$ cat src/hw/afbic_map.svh
// Register offsets, field positions and reset values of the tap bank
`ifndef AFBIC_MAP_SVH
`define AFBIC_MAP_SVH

// ---------------------------------------------------------------
// Byte offsets on the register bus
// ---------------------------------------------------------------
`define AFBIC_OFS_BUF_BASE 8'h00
`define AFBIC_OFS_TAPS_1_0 8'h04
`define AFBIC_OFS_TAPS_3_2 8'h08
`define AFBIC_OFS_TAPS_5_4 8'h0c
`define AFBIC_OFS_TAPS_7_6 8'h10
`define AFBIC_OFS_TAPS_9_8 8'h14
`define AFBIC_OFS_ACT_BASE 8'h18
`define AFBIC_OFS_STATUS 8'h1c

// ---------------------------------------------------------------
// Field layout
// ---------------------------------------------------------------
`define AFBIC_ALIGN_BITS 6
`define AFBIC_TAP_W 12
`define AFBIC_TAP_FRAC 6
`define AFBIC_TAP_LO_LSB 0
`define AFBIC_TAP_HI_LSB 16
`define AFBIC_TAP_PAIRS 5
`define AFBIC_ST_RUN_BIT 0
`define AFBIC_ST_PEND_BIT 1
`define AFBIC_ST_LATE_BIT 2
`define AFBIC_ST_CNT_LSB 8
`define AFBIC_ST_CNT_W 8

// ---------------------------------------------------------------
// Reset values
// ---------------------------------------------------------------
`define AFBIC_RST_BASE 32'h0000_0000
`define AFBIC_RST_TAP 12'h000
`define AFBIC_RST_WORD 32'h0000_0000

`endif

$ cat src/hw/afbic_top_tail.sv
// Intentionally empty compile unit
`default_nettype none
`default_nettype wire

$ cat src/hw/afbic_pkg.sv
// Types shared by the tap bank modules
`default_nettype none

package afbic_pkg;

    // Signed tap, six fractional bits
    typedef logic signed [11:0] afbic_tap_t;

    // Frame tracking, Gray along idle -> run
    typedef enum logic [0:0] {
        AFBIC_FRM_IDLE = 1'b0,
        AFBIC_FRM_RUN = 1'b1
    } afbic_frame_e;

endpackage : afbic_pkg

`default_nettype wire

$ cat src/hw/afbic_top.sv
// Autofocus result base and IIR set 0 tap register bank, Wishbone slave
//
// Our own choices: the address map and the Wishbone slave port.
`include "afbic_map.svh"
`default_nettype none

module afbic_top #(
    parameter int ADDR_W = 8
) (
    // Clock, reset and enable
    input wire logic clk_sys,
    input wire logic rstn,
    input wire logic ce,
    // Wishbone slave
    input wire logic wb_cyc_i,
    input wire logic wb_stb_i,
    input wire logic wb_we_i,
    input wire logic [ADDR_W-1:0] wb_adr_i,
    input wire logic [3:0] wb_sel_i,
    input wire logic [31:0] wb_dat_i,
    output logic wb_ack_o,
    output logic [31:0] wb_dat_o,
    // Frame timing from the engine, same clock
    input wire logic frame_start,
    input wire logic frame_end,
    // Configuration to the engine
    output logic [31:0] af_result_buffer_base,
    output logic frame_running,
    output var afbic_pkg::afbic_tap_t iir_tap_zero,
    output var afbic_pkg::afbic_tap_t iir_tap_one,
    output var afbic_pkg::afbic_tap_t iir_tap_two,
    output var afbic_pkg::afbic_tap_t iir_tap_three,
    output var afbic_pkg::afbic_tap_t iir_tap_four,
    output var afbic_pkg::afbic_tap_t iir_tap_five,
    output var afbic_pkg::afbic_tap_t iir_tap_six,
    output var afbic_pkg::afbic_tap_t iir_tap_seven,
    output var afbic_pkg::afbic_tap_t iir_tap_eight,
    output var afbic_pkg::afbic_tap_t iir_tap_nine
);

    localparam int PAIRS = `AFBIC_TAP_PAIRS;
    localparam int CNT_W = `AFBIC_ST_CNT_W;

    // ---------------------------------------------------------------
    // Bus request decode
    // ---------------------------------------------------------------
    logic req;
    logic wr_fire;
    logic [7:0] adr_word;
    logic sel_base;
    logic sel_act;
    logic sel_status;
    logic [PAIRS-1:0] sel_pair;
    logic mapped;
    logic ack_r;
    logic [31:0] dat_r;
    logic [31:0] rd_nxt;

    // Low two address bits select bytes, which sel already covers
    assign adr_word = {wb_adr_i[7:2], 2'b00};
    assign req = wb_cyc_i && wb_stb_i;

    // Writes land on the edge at which the master sees ack
    assign wr_fire = req && wb_we_i && ack_r;

    assign sel_base = (adr_word == `AFBIC_OFS_BUF_BASE);
    assign sel_act = (adr_word == `AFBIC_OFS_ACT_BASE);
    assign sel_status = (adr_word == `AFBIC_OFS_STATUS);

    always_comb begin
        sel_pair[0] = (adr_word == `AFBIC_OFS_TAPS_1_0);
        sel_pair[1] = (adr_word == `AFBIC_OFS_TAPS_3_2);
        sel_pair[2] = (adr_word == `AFBIC_OFS_TAPS_5_4);
        sel_pair[3] = (adr_word == `AFBIC_OFS_TAPS_7_6);
        sel_pair[4] = (adr_word == `AFBIC_OFS_TAPS_9_8);
    end

    assign mapped = sel_base || sel_act || sel_status || (|sel_pair);

    // ---------------------------------------------------------------
    // Result buffer base
    // ---------------------------------------------------------------
    logic [31:0] shadow_q;
    logic [31:0] active_q;
    logic pending_q;
    logic frame_load;

    // Each frame start picks up the latest software value
    assign frame_load = frame_start;

    afbic_base_shadow u_base (
        .clk_sys(clk_sys),
        .rstn(rstn),
        .ce(ce),
        .wr_en(wr_fire && sel_base),
        .wr_sel(wb_sel_i),
        .wr_data(wb_dat_i),
        .frame_load(frame_load),
        .shadow_q(shadow_q),
        .active_q(active_q),
        .pending_q(pending_q)
    );

    assign af_result_buffer_base = active_q;

    // ---------------------------------------------------------------
    // IIR set 0 tap pairs
    // ---------------------------------------------------------------
    afbic_pkg::afbic_tap_t tap_q [0:2*PAIRS-1];
    logic [31:0] pair_rd [0:PAIRS-1];

    genvar g;
    generate
        for (g = 0; g < PAIRS; g = g + 1) begin : g_pair
            afbic_tap_pair u_pair (
                .clk_sys(clk_sys),
                .rstn(rstn),
                .ce(ce),
                .wr_en(wr_fire && sel_pair[g]),
                .wr_sel(wb_sel_i),
                .wr_data(wb_dat_i),
                .tap_even(tap_q[2*g]),
                .tap_odd(tap_q[2*g+1]),
                .rd_word(pair_rd[g])
            );
        end
    endgenerate

    // Ascending pairs: register n holds taps 2n and 2n+1
    assign iir_tap_zero = tap_q[0];
    assign iir_tap_one = tap_q[1];
    assign iir_tap_two = tap_q[2];
    assign iir_tap_three = tap_q[3];
    assign iir_tap_four = tap_q[4];
    assign iir_tap_five = tap_q[5];
    assign iir_tap_six = tap_q[6];
    assign iir_tap_seven = tap_q[7];
    assign iir_tap_eight = tap_q[8];
    assign iir_tap_nine = tap_q[9];

    // ---------------------------------------------------------------
    // Frame tracking
    // ---------------------------------------------------------------
    afbic_pkg::afbic_frame_e frame_r;
    afbic_pkg::afbic_frame_e frame_nxt;

    // A start while running is a back-to-back frame, not an error
    always_comb begin
        frame_nxt = frame_r;
        unique case (frame_r)
            afbic_pkg::AFBIC_FRM_IDLE: begin
                if (frame_start) begin
                    frame_nxt = afbic_pkg::AFBIC_FRM_RUN;
                end
            end
            afbic_pkg::AFBIC_FRM_RUN: begin
                if (frame_start) begin
                    frame_nxt = afbic_pkg::AFBIC_FRM_RUN;
                end else if (frame_end) begin
                    frame_nxt = afbic_pkg::AFBIC_FRM_IDLE;
                end
            end
        endcase
    end

    always_ff @(posedge clk_sys) begin
        if (!rstn) begin
            frame_r <= afbic_pkg::AFBIC_FRM_IDLE;
        end else if (ce) begin
            frame_r <= frame_nxt;
        end
    end

    always_ff @(posedge clk_sys) begin
        if (!rstn) begin
            frame_running <= 1'b0;
        end else if (ce) begin
            frame_running <= (frame_nxt == afbic_pkg::AFBIC_FRM_RUN);
        end
    end

    // Frame counter wraps; software only uses it to see progress
    logic [CNT_W-1:0] frame_cnt_r;

    always_ff @(posedge clk_sys) begin
        if (!rstn) begin
            frame_cnt_r <= '0;
        end else if (ce && frame_start) begin
            frame_cnt_r <= frame_cnt_r + CNT_W'(1);
        end
    end

    // ---------------------------------------------------------------
    // Late write flag
    // ---------------------------------------------------------------
    // Set when the base is written while a frame runs, telling software
    // that the value waits for the next frame. Cleared by writing one;
    // a new late write in the same cycle keeps it set.
    logic late_r;
    logic late_set;
    logic late_clr;

    assign late_set = wr_fire && sel_base &&
        (frame_r == afbic_pkg::AFBIC_FRM_RUN);
    assign late_clr = wr_fire && sel_status && wb_sel_i[0] &&
        wb_dat_i[`AFBIC_ST_LATE_BIT];

    always_ff @(posedge clk_sys) begin
        if (!rstn) begin
            late_r <= 1'b0;
        end else if (ce) begin
            if (late_set) begin
                late_r <= 1'b1;
            end else if (late_clr) begin
                late_r <= 1'b0;
            end
        end
    end

    // ---------------------------------------------------------------
    // Read mux
    // ---------------------------------------------------------------
    logic [31:0] status_word;

    always_comb begin
        status_word = `AFBIC_RST_WORD;
        status_word[`AFBIC_ST_RUN_BIT] =
            (frame_r == afbic_pkg::AFBIC_FRM_RUN);
        status_word[`AFBIC_ST_PEND_BIT] = pending_q;
        status_word[`AFBIC_ST_LATE_BIT] = late_r;
        status_word[`AFBIC_ST_CNT_LSB +: CNT_W] = frame_cnt_r;
    end

    always_comb begin
        rd_nxt = `AFBIC_RST_WORD;
        if (sel_base) begin
            rd_nxt = shadow_q;
        end else if (sel_act) begin
            rd_nxt = active_q;
        end else if (sel_status) begin
            rd_nxt = status_word;
        end else begin
            for (int k = 0; k < PAIRS; k++) begin
                if (sel_pair[k]) begin
                    rd_nxt = pair_rd[k];
                end
            end
        end
    end

    // ---------------------------------------------------------------
    // Wishbone answer
    // ---------------------------------------------------------------
    // One wait state: ack rises the cycle after the request and falls
    // the cycle after that; unmapped words answer with zero and drop
    // writes, so a stray access never hangs the bus.
    always_ff @(posedge clk_sys) begin
        if (!rstn) begin
            ack_r <= 1'b0;
        end else if (ce) begin
            ack_r <= req && !ack_r;
        end
    end

    always_ff @(posedge clk_sys) begin
        if (!rstn) begin
            dat_r <= `AFBIC_RST_WORD;
        end else if (ce && req && !ack_r) begin
            dat_r <= (mapped && !wb_we_i) ? rd_nxt : `AFBIC_RST_WORD;
        end
    end

    assign wb_ack_o = ack_r;
    assign wb_dat_o = dat_r;

endmodule : afbic_top

`default_nettype wire

$ cat src/hw/afbic_tap_pair.sv
// One register holding an even tap and the following odd tap
`include "afbic_map.svh"
`default_nettype none

module afbic_tap_pair (
    // Clock and reset
    input wire logic clk_sys,
    input wire logic rstn,
    input wire logic ce,
    // Write port
    input wire logic wr_en,
    input wire logic [3:0] wr_sel,
    input wire logic [31:0] wr_data,
    // Stored taps
    output var afbic_pkg::afbic_tap_t tap_even,
    output var afbic_pkg::afbic_tap_t tap_odd,
    output logic [31:0] rd_word
);

    // ---------------------------------------------------------------
    // Byte-lane writes; upper nibbles of each half do not exist
    // ---------------------------------------------------------------
    always_ff @(posedge clk_sys) begin
        if (!rstn) begin
            tap_even <= `AFBIC_RST_TAP;
            tap_odd <= `AFBIC_RST_TAP;
        end else if (ce && wr_en) begin
            if (wr_sel[0]) begin
                tap_even[7:0] <= wr_data[7:0];
            end
            if (wr_sel[1]) begin
                tap_even[11:8] <= wr_data[11:8];
            end
            if (wr_sel[2]) begin
                tap_odd[7:0] <= wr_data[23:16];
            end
            if (wr_sel[3]) begin
                tap_odd[11:8] <= wr_data[27:24];
            end
        end
    end

    // Reserved bits 31..28 and 15..12 read as zero
    assign rd_word = {4'h0, tap_odd, 4'h0, tap_even};

endmodule : afbic_tap_pair

`default_nettype wire

$ cat src/hw/afbic_base_shadow.sv
// Result buffer base: software copy and per-frame active copy
`include "afbic_map.svh"
`default_nettype none

module afbic_base_shadow (
    // Clock and reset
    input wire logic clk_sys,
    input wire logic rstn,
    input wire logic ce,
    // Write port
    input wire logic wr_en,
    input wire logic [3:0] wr_sel,
    input wire logic [31:0] wr_data,
    // Frame boundary
    input wire logic frame_load,
    // State
    output logic [31:0] shadow_q,
    output logic [31:0] active_q,
    output logic pending_q
);

    integer i;

    // ---------------------------------------------------------------
    // Software copy, any time, full 32 bits kept for readback
    // ---------------------------------------------------------------
    always_ff @(posedge clk_sys) begin
        if (!rstn) begin
            shadow_q <= `AFBIC_RST_BASE;
        end else if (ce && wr_en) begin
            for (i = 0; i < 4; i = i + 1) begin
                if (wr_sel[i]) begin
                    shadow_q[i*8 +: 8] <= wr_data[i*8 +: 8];
                end
            end
        end
    end

    // ---------------------------------------------------------------
    // Active copy, loaded only at a frame start
    // ---------------------------------------------------------------
    // A write in the same cycle as the load lands next frame, so the
    // engine never sees a half-updated word.
    always_ff @(posedge clk_sys) begin
        if (!rstn) begin
            active_q <= `AFBIC_RST_BASE;
        end else if (ce && frame_load) begin
            active_q <= {shadow_q[31:`AFBIC_ALIGN_BITS],
                `AFBIC_ALIGN_BITS'(0)};
        end
    end

    // Pending update; a new write wins over the load clearing it
    always_ff @(posedge clk_sys) begin
        if (!rstn) begin
            pending_q <= 1'b0;
        end else if (ce) begin
            if (wr_en) begin
                pending_q <= 1'b1;
            end else if (frame_load) begin
                pending_q <= 1'b0;
            end
        end
    end

endmodule : afbic_base_shadow

`default_nettype wire

$ cat config.mk
export PLATFORM = sky130hd
export DESIGN_NAME = afbic_top
export DESIGN_NICKNAME = d
export VERILOG_FILES = /design/src/hw/afbic_top_tail.sv /design/src/hw/afbic_pkg.sv /design/src/hw/afbic_top.sv /design/src/hw/afbic_tap_pair.sv /design/src/hw/afbic_base_shadow.sv
export VERILOG_INCLUDE_DIRS = /design/src /design/src/hw
export SDC_FILE = /design/constraint.sdc
export NUM_CORES = 1
export LEC_CHECK = 0
export BUFFER_PORTS_ARGS = -buffer_cell sky130_fd_sc_hd__clkbuf_2
export CAP_MARGIN = 10
export CORE_ASPECT_RATIO = 0.9
export CORE_UTILIZATION = 48
export DETAILED_ROUTE_END_ITERATION = 10
export GPL_ROUTABILITY_DRIVEN = 0
export PLACE_DENSITY_LB_ADDON = 0.3
export SLEW_MARGIN = 20
export SYNTH_ARGS = -nofsm -noshare
export SYNTH_HDL_FRONTEND = slang
export SYNTH_SLANG_ARGS = --single-unit
$ cat constraint.sdc
create_clock -name clk_sys -period 1.75 [get_ports clk_sys]
set_input_delay 0.0875 -clock clk_sys [delete_from_list [all_inputs] [get_ports clk_sys]]
set_output_delay 0.0875 -clock clk_sys [all_outputs]
set_load 0.1 [all_outputs]
* Yosys cells after proc, flatten, opt, wreduce, memory -nomap -nowiden *
Cells that the tools add are included.

word-level totals
  output and inout bits = 186
  bits in registers = 222
  bits of input ports = 52
  word-level logic and storage cells = 116

cells by class
  add/sub/neg operators = 1
  bitwise logic cells = 1
  reduce and logical (&&, ||, !) cells = 59
  equality and inequality tests = 7
  multiplexer cells = 17

operators with widths
  cell                   number
  $mux W32               8
  $reduce_and A2 Y1      26
  $mux W28               1
  $eq A6 B3 Y1 const B   4
  $logic_and A1 B1 Y1    24
  $eq A6 B2 Y1 const B   2
  $add A8 B1 Y8 const B  1
  $logic_not A8 Y1       1
  $mux W1                7
  $eq A6 B1 Y1 const B   1
  $reduce_or A5 Y1       1
  $reduce_bool A2 Y1     2
  $logic_or A1 B1 Y1     3
  $logic_not A1 Y1       2
  $pmux W1 S2            1
  $not A1 Y1             1

* Longest topological paths before layout *
  depth in word-level cells = 10
  depth in mapped cells = 8
  depth with buffers taken out = 5

* Cells and area by module *
A second synthesis with hierarchy kept.

unflattened totals
  cell total of the unflattened synthesis = 1460
  area, all modules = 12842.3 µm²

by module, submodules not included
  module             cells each  instances  seq. area each (µm²)  area an instance (µm²)
  afbic_tap_pair     142         5          480.5                 1253.7
  afbic_top          477         1          860.8                 4032.6
  afbic_base_shadow  273         1          1181.1                2541.2

* Worst setup path before layout *
No wires, ideal clock.

  path kind = register to register
  start = reg ack_r, in the netlist wb_ack_o
  end = reg g_pair[0].u_pair.tap_even[0]
  stages on the path, launching flop included = 8
  slack = -0.668 ns
  required time = 1.679 ns
  path buffers = 2
  library setup time = 0.071 ns
  clock period less this slack = 2.418 ns
  data arrival time = 2.347 ns
  cells stage by stage = dfxtp_1 -> and4_1 -> buf_2 -> nand3_1 -> clkbuf_1 -> nor2_1 -> nand2_1 -> a21oi_1

on the way
  longest elaborated chain between the ends = 4

ends and longest elaborated chain
  what                                line                  RTL
  from (decl)                         afbic_top.sv:55       logic ack_r;
  from (signal assigned)              afbic_top.sv:261      ack_r <= req && !ack_r;
  $logic_and A1 B1 Y1                 afbic_top.sv:64       assign wr_fire = req && wb_we_i && ack_r;
  $logic_and A1 B1 Y1                 afbic_top.sv:119      .wr_en(wr_fire && sel_pair[g]),
  $logic_and A1 B1 Y1                 afbic_tap_pair.sv:27  end else if (ce && wr_en) begin
  $reduce_and A2 Y1 (no source line)  --
  to (signal assigned)                afbic_tap_pair.sv:25  tap_even <= `AFBIC_RST_TAP;
  to (signal assigned)                afbic_tap_pair.sv:29  tap_even[7:0] <= wr_data[7:0];
  to (decl)                           afbic_tap_pair.sv:15  output var afbic_pkg::afbic_tap_t tap_even,

No other way between the ends.
A chain may end at the register's enable or synchronous reset.

* Worst setup path after layout *
  start = reg ack_r, in the netlist wb_ack_o
  end = reg dat_r[2], in the netlist wb_dat_o[2]

on the way
  longest elaborated chain between the ends = 2

ends and longest elaborated chain
  what                  line              RTL
  $logic_not A1 Y1      afbic_top.sv:268  end else if (ce && req && !ack_r) begin
  $logic_and A1 B1 Y1   afbic_top.sv:268
  to (signal assigned)  afbic_top.sv:267  dat_r <= `AFBIC_RST_WORD;
  to (signal assigned)  afbic_top.sv:269  dat_r <= (mapped && !wb_we_i) ? rd_nxt : `AFBIC_RST_WORD;
  to (decl)             afbic_top.sv:56   logic [31:0] dat_r;

No other way between the ends.

==> metrics <==
ys flop type dfxtp_1; TritonCTS clock tree yes; clk root buf clkbuf_16; fin nets 1,534; Crit Path Max Fanout 5; PortBufs 229; cell count after synthesis 1,211; Reg2Reg Launch Point wb_ack_o$_SDFFE_PN0P_; total grt overflow 0; post-synthesis adder-cell area fraction 0.1310%; Residual DRC 0; Area Overhead vs Synth 31.88%; Synth Area in Compound Gates 30.10%; most instantiated cells after synthesis nand2_1, dfxtp_1, a21oi_1, o21ai_0, clkbuf_1; hold path start wb_cyc_i; final setup fails 0; Hold Crit Depth 4; reg2reg end wb_dat_o[2]$_SDFFE_PN0P_; post-route minimum period 1.697 ns; syn avg cell area 7.887 um2; sequential fraction of the synthesis area 46.53%; Clock Latency Late Sink 0.52 ns; Hold WC Path Type primary input to flip-flop; LEAKAGE 4.792 nW; FILL cells 1,663; relative max-transition margin 38.41%; Hold EP late_r$_SDFFE_PN0P_; Clock Tree Buf Depth 3; clock sinks 222; core area 19,340 um2; synth warn 0; largest net degree at the start of global routing 195; count leader, synth nand2_1; Post-Layout Cell Count 1,749; worst-case clock skew 0.009489 ns; number of global-route vias before repair 9,526; Pins Over Slew Limit 0; router iterations before antenna repair 5; worst-margin pin slew 0.9239 ns; GRT Total Usage 31.55%; share of cells above drive strength 1 27.22%; #FFs+latches synth 222; Critical Path RT 2.21 ns; Post-synth ARST share 0%; status completed; drt via density 5.919; Met1 Wirelength 13.43 mm; met3 wire length 3.229 mm; RSZ-0062 raised after global routing false; I/O Pins 238; multiplexer area fraction after synthesis 2.450%; Distinct cells, synth 60; leading area contributor after synthesis dfxtp_1; Worst Setup End Kind flip-flop; Worst Setup SP wb_ack_o$_SDFFE_PN0P_; largest family of logic cells by synthesized area compound AO/OA/AOI/OAI gates; die area 20,470 um2; Clock transition at path regs 0.06 ns; Post-synth EDFFs 0; Max Used Layer met4; HPWL Detailed 22.72 mm; Max Fclk 589.2 MHz; row count 48; via count 10,350; Placed Cells 1,668; Post-DRT Antenna Nets 0; antenna violations before repair 0; Routed WL per cell 19.10 um; width of the die 150.7 um; H-tree depth 1; arrival time worst endpoint 2.16 ns; pwr dens 879.2 nW/um2; WS Path Type flip-flop to flip-flop; top post-synthesis cells by area dfxtp_1, a21oi_1, nand2_1, o21ai_0, clkbuf_1; post-synthesis simple-gate area fraction 15.55%; ant diodes 0; R2R depth 5; initial core utilization 49.39%; xor/xnor cell area share of the yosys netlist 0.4585%; synthesized area 9552 um2; Die Y 135.8 um; total CTS buffers 24; CP Launch Type flip-flop; drt total wl 33.41 mm; peak supply drop 0.6180 mV; Yosys top cell area share 46.53%; max-cap viol count 0; Final Cycle Share 96.98%; first-pass GRT wire length 50.81 mm; number of DRC markers in iteration 0 839; total chip power 0.01108 W; Final Hold Viols 0; Reg2Reg Setup Slack 0.05 ns; met2 WL 15.53 mm
==> sequential cells by signal, indices dropped and copies added (netlist names) <==
signal / flops
g_pair.u_pair.tap_even: 60
g_pair.u_pair.tap_odd: 60
u_base.shadow_q: 32
wb_dat_o: 32
u_base.active_q: 26
frame_cnt_r: 8
frame_running: 1
late_r: 1
u_base.pending_q: 1
wb_ack_o: 1
==> worst max-delay path by stage <==
stage                                           end  slack (ns)  cells past startpoint
after global placement     wb_dat_o[5]$_SDFFE_PN0P_       -0.07                      5
after global routing       wb_dat_o[4]$_SDFFE_PN0P_       0.002                      6
after detailed placement  wb_dat_o[16]$_SDFFE_PN0P_       -0.11                      5
final                      wb_dat_o[2]$_SDFFE_PN0P_        0.05                      5
after floorplan           wb_dat_o[18]$_SDFFE_PN0P_       -0.05                      6
after CTS                  wb_dat_o[5]$_SDFFE_PN0P_       0.004                      4
==> worst max-delay path, stage by stage (launching register included) <==
cell	delay, ns
dfxtp_4	0.35
nand4b_1	0.25
or4_4	0.51
buf_4	0.19
a221oi_1	0.24
a21o_1	0.12
==> metrics by stage <==
stage                     util [%]  instance area, um2  setup WS [ns]  hold slack [ns]  TNS, ns
after global routing         65.14               12600       0.001702          0.06911        0
after CTS                    64.92               12550       0.003706          0.01801        0
after global placement       58.70               11350       -0.06708           0.3202  -0.3942
after detailed placement     58.70               11350        -0.1124           0.3203  -0.9227
after floorplan                  -                9627       -0.05409           0.2160  -0.3936
final                        65.14               12600        0.05281          0.03093        0
==> metal layers <==
layer,up-vias,global-route usage [%]
met5,-,0
met4,0,11.50
met3,81,6.846
met2,524,52.07
met1,4901,40.41
li1,4846,-
==> what timing repair did <==
action | in CTS | in global routing
buffers inserted | 0 | 2
resized for setup | 1 | 4
hold buffers | 35 | 0
endpoints found under the setup margin | 3 | 25
pin swaps | 0 | 1
endpoints found under the hold margin | 154 | 0
==> power by group <==
group	internal [W]	total (W)	switching (W)
Sequential	0.00506	0.00506	0.00000796
Combinational	0.000197	0.000641	0.000444
Clock	0.00327	0.00537	0.00210
==> kinds of logic (layout without fill, tap and decap cells) <==
family | count (synthesis) | after routing
other cells | 1 | 6
simple gates | 350 | 350
buf+inv | 107 | 390
xor+xnor | 5 | 5
mux | 21 | 21
fa+ha+maj | 1 | 1
flops | 222 | 222
compound gates | 504 | 504
==> layout by cell type (no fill, tap or decap), types with 25 or more instances in the layout <==
master,n
nand2_1,248
clkbuf_2,229
dfxtp_1,201
a21oi_1,196
o21ai_0,177
buf_4,64
nor2_1,45
dlygate4sd3_1,35
a22oi_1,34
clkbuf_16,25
==> cell type report <==
class	instances	area, um2	share of cell area, %
flip-flops and latches	222	4473	35.51
well taps	250	312.8	2.483
clock buffers	35	753.2	5.979
inverters	6	27.53	0.2185
repair buffers	340	2217	17.60
multi-input cells	887	4715	37.43
clock inverters	9	98.84	0.7847
Power figures use the tool's default switching activity.
